## config.mk

```make
export PLATFORM = sky130hd
export DESIGN_NAME = swt_sleep_wake_timer
export DESIGN_NICKNAME = d
export VERILOG_FILES = /design/src/shared/swt_pkg.sv /design/src/swt_sleep_wake_timer.sv
export SDC_FILE = /design/constraint.sdc
export NUM_CORES = 1
export LEC_CHECK = 0
export BUFFER_PORTS_ARGS = -buffer_cell sky130_fd_sc_hd__buf_2
export CORE_MARGIN = 2
export CORE_UTILIZATION = 55
export CTS_BUF_LIST = sky130_fd_sc_hd__clkbuf_16
export DETAILED_ROUTE_END_ITERATION = 16
export GPL_ROUTABILITY_DRIVEN = 1
export PLACE_DENSITY = 0.76
export SYNTH_ARGS = -nofsm -noshare
export SYNTH_HDL_FRONTEND = slang
export SYNTH_SLANG_ARGS = --single-unit
```

## constraint.sdc

```tcl
create_clock -name clk -period 8.01 [get_ports clk]
set_clock_uncertainty 0.1 [all_clocks]
set_input_delay 1.602 -clock clk [delete_from_list [all_inputs] [get_ports clk]]
set_output_delay 1.602 -clock clk [all_outputs]
set_load 0.05 [all_outputs]
```

## src/shared/swt_pkg.sv

```systemverilog
// Purpose: Shared constants and types of the sleep wake timer
// Assumes: 8-bit special-function-register bus, 100 MHz system clock
// Notes: Slow clock is handled as a one-cycle enable inside the clk domain
package swt_pkg;
  // Register addresses
  localparam logic [7:0] SWT_ADDR_IRQ_CTRL = 8'hA1;
  localparam logic [7:0] SWT_ADDR_TIMER_CTRL = 8'hA2;
  localparam logic [7:0] SWT_ADDR_PERIOD_LOW = 8'hA3;
  localparam logic [7:0] SWT_ADDR_PERIOD_HIGH = 8'hA4;
  localparam logic [7:0] SWT_ADDR_COUNT_LOW = 8'hA5;
  localparam logic [7:0] SWT_ADDR_COUNT_HIGH = 8'hA6;
  // Field positions
  localparam int SWT_IRQ_FLAG_BIT = 0;
  localparam int SWT_IRQ_RSVD1_BIT = 1;
  localparam int SWT_IRQ_MASK_BIT = 4;
  localparam int SWT_IRQ_RSVD5_BIT = 5;
  localparam int SWT_CTRL_RES_LSB = 0;
  localparam int SWT_CTRL_RESET_BIT = 2;
  localparam int SWT_CTRL_RSVD_LSB = 4;
  // Reset values
  localparam logic [15:0] SWT_PERIOD_RESET = 16'h876B;
  localparam logic [2:0] SWT_CTRL_RSVD_RESET = 3'h7;
  localparam logic [7:0] SWT_BYTE_ZERO = 8'h00;
  // Counter geometry and timing
  localparam int SWT_CNT_W = 31;
  localparam logic [30:0] SWT_CNT_RESTART = 31'h0000_0004;
  localparam logic [30:0] SWT_CNT_ZERO = 31'h0000_0000;
  localparam logic [30:0] SWT_CNT_ONE = 31'h0000_0001;
  localparam int SWT_RES_STEP = 5;
  localparam int SWT_RC_DIV = 750;
  localparam logic [9:0] SWT_RC_DIV_LAST = 10'(SWT_RC_DIV - 1);
  localparam logic [9:0] SWT_RC_DIV_ZERO = 10'h000;
  localparam logic [9:0] SWT_RC_DIV_ONE = 10'h001;
  localparam logic [1:0] SWT_MODE_PM0 = 2'h0;
  localparam logic [1:0] SWT_MODE_PM3 = 2'h3;

  typedef struct packed {
    logic [7:0] addr;
    logic wr;
    logic rd;
    logic [7:0] wdata;
  } swt_sfr_req_t;

  typedef struct packed {
    logic xo_s1;
    logic xo_s2;
    logic xo_prev;
    logic [9:0] rc_div;
    logic tick;
    logic [30:0] cnt;
    logic rst_pend;
    logic [1:0] res;
    logic [2:0] ctrl_rsvd;
    logic [15:0] period;
    logic mask;
    logic flag;
    logic irq_rsvd1;
    logic irq_rsvd5;
    logic cpu_flag;
    logic irq_req;
    logic wake_evt;
    logic cal_en;
    logic [7:0] rdata;
  } swt_state_t;
endpackage : swt_pkg

```

## src/swt_sleep_wake_timer.sv

```systemverilog
// Purpose: Sleep wake timer with periodic wake event and byte-wide count read
// Assumes: Slow crystal arrives on a pin; RC source derived from a reference enable
// Notes: All logic on clk; slow edges become one-cycle ticks
`timescale 1ns/100ps

// Overview of operation
// [RQ1] 31-bit up-counter, resolution picks 16-bit slice
// [RQ2] Clocked by 32.768 kHz crystal or ref/750
// [RQ3] Runs in modes zero to two only
// [RQ4] Software avoids relying on it in active mode
// [RQ5] Interval is period times two^(5*resolution) ticks
// [RQ6] Software leaves 384 ticks before next event
// [RQ7] Software aligns updates to slow edge by polling
// [RQ8] Software writes period high byte then low
// [RQ9] Low count byte updates at resolution rate
// [RQ10] Software resets counter before lowering period
// [RQ11] Software waits two slow edges after reset
// [RQ12] Calibrate RC when crystal runs, active or PM0
// [RQ13] Each wake event sets wake event flag
// [RQ14] Mask set also raises CPU sleep flag
// [RQ15] Request only if enable set when flag rises
// [RQ16] Sleep interrupt blocked while mode select 00
// [RQ17] Low count register returns slice bits 7:0
// [RQ18] High count register returns slice bits 15:8
// [RQ19] Codes select bits 15:0, 20:5, 25:10, 30:15
// [RQ20] Counter reset bit loads four, reads zero
// [RQ21] Period held in two bytes, reset 0x876B
// [RQ22] Mask at bit 4, flag bit 0 write-zero clear
// [RQ23] Slice reaching period fires event and restarts
// [RQ24] Pin, event and reset request crossed safely
module swt_sleep_wake_timer (
  // Clock and reset
  input wire logic clk,
  input wire logic srst,
  // Special-function-register bus
  input wire swt_pkg::swt_sfr_req_t sfr_req,
  output logic [7:0] sfr_rdata,
  // Slow clock sources
  input wire logic slow_xosc_pin,
  input wire logic ref_tick,
  input wire logic slow_src_rc,
  // Power state
  input wire logic hs_xosc_running,
  input wire logic in_low_power,
  input wire logic [1:0] power_mode_sel,
  // CPU interrupt side
  input wire logic cpu_sleep_irq_enable,
  input wire logic cpu_sleep_irq_flag_clr,
  output logic cpu_sleep_irq_flag,
  output logic sleep_irq_req,
  // Status
  output logic wake_event,
  output logic rc_cal_en
);
  import swt_pkg::*;

  swt_state_t s_q;
  swt_state_t s_d;
  logic run_ok;
  logic [30:0] cnt_inc;
  logic hit;
  logic slow_src_tick;
  logic [15:0] cur_slice;

  function automatic logic [15:0] slice_of(input logic [30:0] c, input logic [1:0] r);
    logic [30:0] sh;
    sh = c >> (SWT_RES_STEP * int'(r));
    return sh[15:0];
  endfunction

  function automatic logic below_zero(input logic [30:0] c, input logic [1:0] r);
    logic [30:0] m;
    m = (SWT_CNT_ONE << (SWT_RES_STEP * int'(r))) - SWT_CNT_ONE;
    return (c & m) == SWT_CNT_ZERO;
  endfunction

  always_comb begin
    s_d = s_q;
    // Crystal pin through two flops before any logic looks at it
    s_d.xo_s1 = slow_xosc_pin; // see [RQ24]
    s_d.xo_s2 = s_q.xo_s1;
    s_d.xo_prev = s_q.xo_s2;
    // RC source is the reference divided down
    if (ref_tick) begin
      s_d.rc_div = (s_q.rc_div == SWT_RC_DIV_LAST) ? SWT_RC_DIV_ZERO : s_q.rc_div + SWT_RC_DIV_ONE; // see [RQ2]
    end
    slow_src_tick = slow_src_rc ? (ref_tick && s_q.rc_div == SWT_RC_DIV_LAST) : (s_q.xo_s2 && !s_q.xo_prev); // see [RQ2]
    run_ok = !(in_low_power && power_mode_sel == SWT_MODE_PM3); // see [RQ3]
    s_d.tick = slow_src_tick && run_ok;
    // Counter step on each slow tick
    cnt_inc = s_q.cnt + SWT_CNT_ONE;
    hit = slice_of(cnt_inc, s_q.res) == s_q.period && below_zero(cnt_inc, s_q.res); // see [RQ5]
    s_d.wake_evt = 1'b0;
    if (s_q.tick) begin
      if (s_q.rst_pend) begin
        s_d.cnt = SWT_CNT_RESTART; // see [RQ20]
        s_d.rst_pend = 1'b0;
      end else if (hit) begin
        s_d.cnt = SWT_CNT_ZERO; // see [RQ23]
        s_d.wake_evt = 1'b1;
      end else begin
        s_d.cnt = cnt_inc; // see [RQ1]
      end
    end
    // Register writes
    if (sfr_req.wr) begin
      case (sfr_req.addr)
        SWT_ADDR_IRQ_CTRL: begin
          s_d.mask = sfr_req.wdata[SWT_IRQ_MASK_BIT]; // see [RQ22]
          s_d.irq_rsvd5 = sfr_req.wdata[SWT_IRQ_RSVD5_BIT];
          if (!sfr_req.wdata[SWT_IRQ_FLAG_BIT]) begin
            s_d.flag = 1'b0; // see [RQ22]
          end
          if (!sfr_req.wdata[SWT_IRQ_RSVD1_BIT]) begin
            s_d.irq_rsvd1 = 1'b0;
          end
        end
        SWT_ADDR_TIMER_CTRL: begin
          s_d.res = sfr_req.wdata[SWT_CTRL_RES_LSB +: 2]; // see [RQ19]
          s_d.ctrl_rsvd = sfr_req.wdata[SWT_CTRL_RSVD_LSB +: 3];
          if (sfr_req.wdata[SWT_CTRL_RESET_BIT]) begin
            s_d.rst_pend = 1'b1; // see [RQ20]
          end
        end
        SWT_ADDR_PERIOD_LOW: begin
          s_d.period[7:0] = sfr_req.wdata; // see [RQ21]
        end
        SWT_ADDR_PERIOD_HIGH: begin
          s_d.period[15:8] = sfr_req.wdata; // see [RQ21]
        end
        default: begin
        end
      endcase
    end
    // Event flags, a set beats a same-cycle clear
    if (s_q.wake_evt) begin
      s_d.flag = 1'b1; // see [RQ13]
    end
    if (cpu_sleep_irq_flag_clr) begin
      s_d.cpu_flag = 1'b0;
    end
    s_d.irq_req = 1'b0;
    if (s_q.wake_evt && s_q.mask && power_mode_sel != SWT_MODE_PM0) begin
      s_d.cpu_flag = 1'b1; // see [RQ14] [RQ16]
      s_d.irq_req = cpu_sleep_irq_enable; // see [RQ15]
    end
    s_d.cal_en = hs_xosc_running && (!in_low_power || power_mode_sel == SWT_MODE_PM0); // see [RQ12]
    // Register reads, one cycle after the strobe
    s_d.rdata = SWT_BYTE_ZERO;
    if (sfr_req.rd) begin
      case (sfr_req.addr)
        SWT_ADDR_IRQ_CTRL: begin
          s_d.rdata = {2'b00, s_q.irq_rsvd5, s_q.mask, 2'b00, s_q.irq_rsvd1, s_q.flag};
        end
        SWT_ADDR_TIMER_CTRL: begin
          s_d.rdata = {1'b0, s_q.ctrl_rsvd, 2'b00, s_q.res}; // see [RQ20]
        end
        SWT_ADDR_PERIOD_LOW: begin
          s_d.rdata = s_q.period[7:0];
        end
        SWT_ADDR_PERIOD_HIGH: begin
          s_d.rdata = s_q.period[15:8];
        end
        SWT_ADDR_COUNT_LOW: begin
          s_d.rdata = cur_slice[7:0]; // see [RQ17] [RQ9]
        end
        SWT_ADDR_COUNT_HIGH: begin
          s_d.rdata = cur_slice[15:8]; // see [RQ18]
        end
        default: begin
          s_d.rdata = SWT_BYTE_ZERO;
        end
      endcase
    end
  end

  always_ff @(posedge clk) begin
    if (srst) begin
      s_q <= '0;
      s_q.period <= SWT_PERIOD_RESET; // see [RQ21]
      s_q.ctrl_rsvd <= SWT_CTRL_RSVD_RESET;
    end else begin
      s_q <= s_d;
    end
  end

  assign cur_slice = slice_of(s_q.cnt, s_q.res); // see [RQ19]
  assign sfr_rdata = s_q.rdata;
  assign cpu_sleep_irq_flag = s_q.cpu_flag;
  assign sleep_irq_req = s_q.irq_req;
  assign wake_event = s_q.wake_evt;
  assign rc_cal_en = s_q.cal_en;
endmodule // swt_sleep_wake_timer

```

==> summary.md <==
| Metric | Value |
|---|---|
| Antenna diode count | `0` |
| # H-tree levels | `3` |
| Largest net degree at the start of global routing | `a little under 50` |
| Slew HR | `26.2%` |
| Post-synthesis register bit count | `82` |
| TNS Setup | `0 ns` |
| M1 GR Usage | `48.8%` |
| Detailed Place HPWL | `17200 µm` |
| Max-slew violations | `0` |
| Syn avg cell area | `7.95 µm²` |
| TritonCTS buffer count | `9` |
| CP endpoint kind | `flip-flop` |
| Max Freq | `0.200 GHz` |
| Tot GR Track Use | `between 30% and 40%` |
| Final Cycle Share | `62.3%` |
| Sequential area share after synthesis | `25.3%` |
| Global-route wire length before repair | `36800 µm` |
| Via Count | `between 6000 and 7000` |
| Initial antenna violation count | `0` |
| MaxCap Viol Count | `0` |
| Number of global-route vias before repair | `6452` |
| FF-to-FF path depth | `12` |
| Post-Syn Instances | `815` |
| WS Path Type | `reg2reg` |
| CP required | `8.15 ns` |
| Final setup viols | `0` |
| Count leader, synth | `nand2_1` |
| Grt met2 use | `a little under 60%` |
| CORE AREA | `11500 µm²` |
| Cts hold-fix bufs | `0` |
| Outcome | `complete, no violations` |
| DRT iter0 DRCs | `1040` |
| Post-synth EDFFs | `0` |
| Clk root buf | `clkbuf_16` |
| Min-Delay Path Depth | `1` |
| RD Place Congestion | `around 1.0` |
| Via-to-Cell Ratio | `7.24` |
| Yosys top cell by area | `dfxtp_1` |
| Worst skew pair latency | `about 0.36 ns` |
| Final net count | `830` |
| DRC | `0` |
| DR pass1 iterations | `6` |
| Initial Util | `about 56%` |
| Setup slack after layout | `3.02 ns` |
| Clock tree from TritonCTS | `yes` |
| CTS sink cnt | `82` |
| LEAKAGE | `2.37 nW` |
| Synth Net Count | `850` |
| Ranking of synthesized cells by area | `dfxtp_1, nand2_1, mux4_2` |
| Final hold violation count | `0` |
| Top-area cell type share of the netlist area | `25.3%` |
| Final core occ | `between 50% and 60%` |
| Synthesis Warnings | `0` |
| Full die area | `around 13000 µm²` |
| Most used routing layer | `met2` |
| Setup crit start kind | `flip-flop` |
| CTS Buffer Depth | `2` |
| Met3 Track Usage GR | `9.45%` |
| Fill count | `1036` |
| Critical path peak fanout | `30` |
| Share of cells above drive strength 1 | `~14%` |
| Worst hold path type | `reg2reg` |
| I/O pins | `41` |
| Post-Route WL | `~24000 µm` |
| Critical Path AT | `5.13 ns` |
| Post-Place Worst Slack | `3.24 ns` |
| Cell Area, Synth | `6480 µm²` |
| Async S/R FF share, synth | `0%` |
| Post-synth top cells | `nand2_1, dfxtp_1, nor2_1` |
| Post-CTS setup buffer count | `0` |
| Max VDD drop | `140 µV` |
| Die Height | `113 µm` |
| GRT Residual Overflow | `0` |
| Number of gates resized after cts | `0` |
| Rows | `39` |
| Worst-Margin Slew | `1.10 ns` |
| Wire per inst | `25.4 µm` |
| Power per cell area | `130 nW/µm²` |
| Area grow syn2layout | `5.23%` |
| Tmin final | `4.99 ns` |
| Ys flop type | `dfxtp_1` |
| RSZ-0062 raised after global routing | `no` |
| Netlist cell types | `82` |
| Die W | `around 110 µm` |
| DRT antenna net count | `0` |
| Clock-pin slew on the worst setup and hold paths | `0.06 ns` |
| Port-buffer cells | `40` |
routing by layer:
metal | wire length (µm) | up-vias
met5 | 0 | -
met4 | 1220 | 0
li1 | - | 3048
met2 | 10400 | 501
met1 | 9520 | 3172
met3 | 2740 | 96
state kept, by name, indices dropped and copies added (netlist names):
name,cells
sleep_irq_req,1
cpu_sleep_irq_flag,1
rc_cal_en,1
s_d,2
s_q,68
wake_event,1
sfr_rdata,8
layout make-up:
type                            instances  area (µm²)  share of cell area (%)
Inverter                               20        75.1                    1.10
Sequential cell                        82        1640                    24.1
Clock buffer                            9         225                    3.30
Multi-Input combinational cell        637        4400                    64.5
Timing Repair Buffer                   45         238                    3.49
Clock inverter                          6        60.1                   0.881
Tap cell                              143         179                    2.62
per-stage QoR:
stage          cells  hold slack (ns)  area (µm²)  power, mW
2_1_floorplan    815            0.314        6480      0.456
3_3_place_gp     927            0.324        6530      0.476
3_5_place_dp     927            0.326        6530      0.478
4_1_cts          942            0.339        6820      0.886
5_1_grt          942            0.374        6820      0.909
6_report         942            0.335        6820      0.886
worst max-delay path: stages (launching register included):
cell	delay (ns)
dfxtp_1	0.61
nand3_2	0.43
nor4_2	0.38
buf_4	0.28
xnor2_1	0.24
o2111ai_1	0.15
a2111oi_0	0.69
o2111ai_1	0.25
nor4_1	0.33
and4_1	0.55
buf_4	0.41
nor4b_1	0.10
a311o_1	0.34
power breakdown:
part	leakage, nW	total [mW]	switching (mW)	internal [mW]
logic	1.57	0.0513	0.0310	0.0203
clock network	0.142	0.416	0.178	0.238
registers	0.663	0.419	0.00748	0.411
cell usage in the layout (no fill, tap or decap), types with 19 or more instances in the layout:
cell and instances:
a21oi_1 32, buf_2 40, dfxtp_1 80, inv_1 19, nand2_1 98, nand3_1 39, nand4_1 20, nor2_1 57
nor3_1 25, o21ai_0 23, xnor2_1 24
final timing paths:
path             end  slack, ns  startpoint
max          s_q[55]       3.02     s_q[42]
min          s_d[80]       0.34     s_d[81]
max reg2reg  s_q[55]       3.02     s_q[42]
min reg2reg  s_d[80]       0.34     s_d[81]
cells by family (layout without fill, tap and decap cells):
| family | after synthesis | count (layout) | synth area share [%] |
|---|---|---|---|
| fa+ha+maj | 6 | 6 | 1.16 |
| mux | 36 | 36 | 8.63 |
| compound gates | 201 | 201 | 22.6 |
| buf+inv | 96 | 80 | 6.80 |
| xor+xnor | 37 | 37 | 5.00 |
| simple gates | 357 | 357 | 30.4 |
| flops | 82 | 82 | 25.3 |
Note: power is estimated with default switching activity, not from simulation.
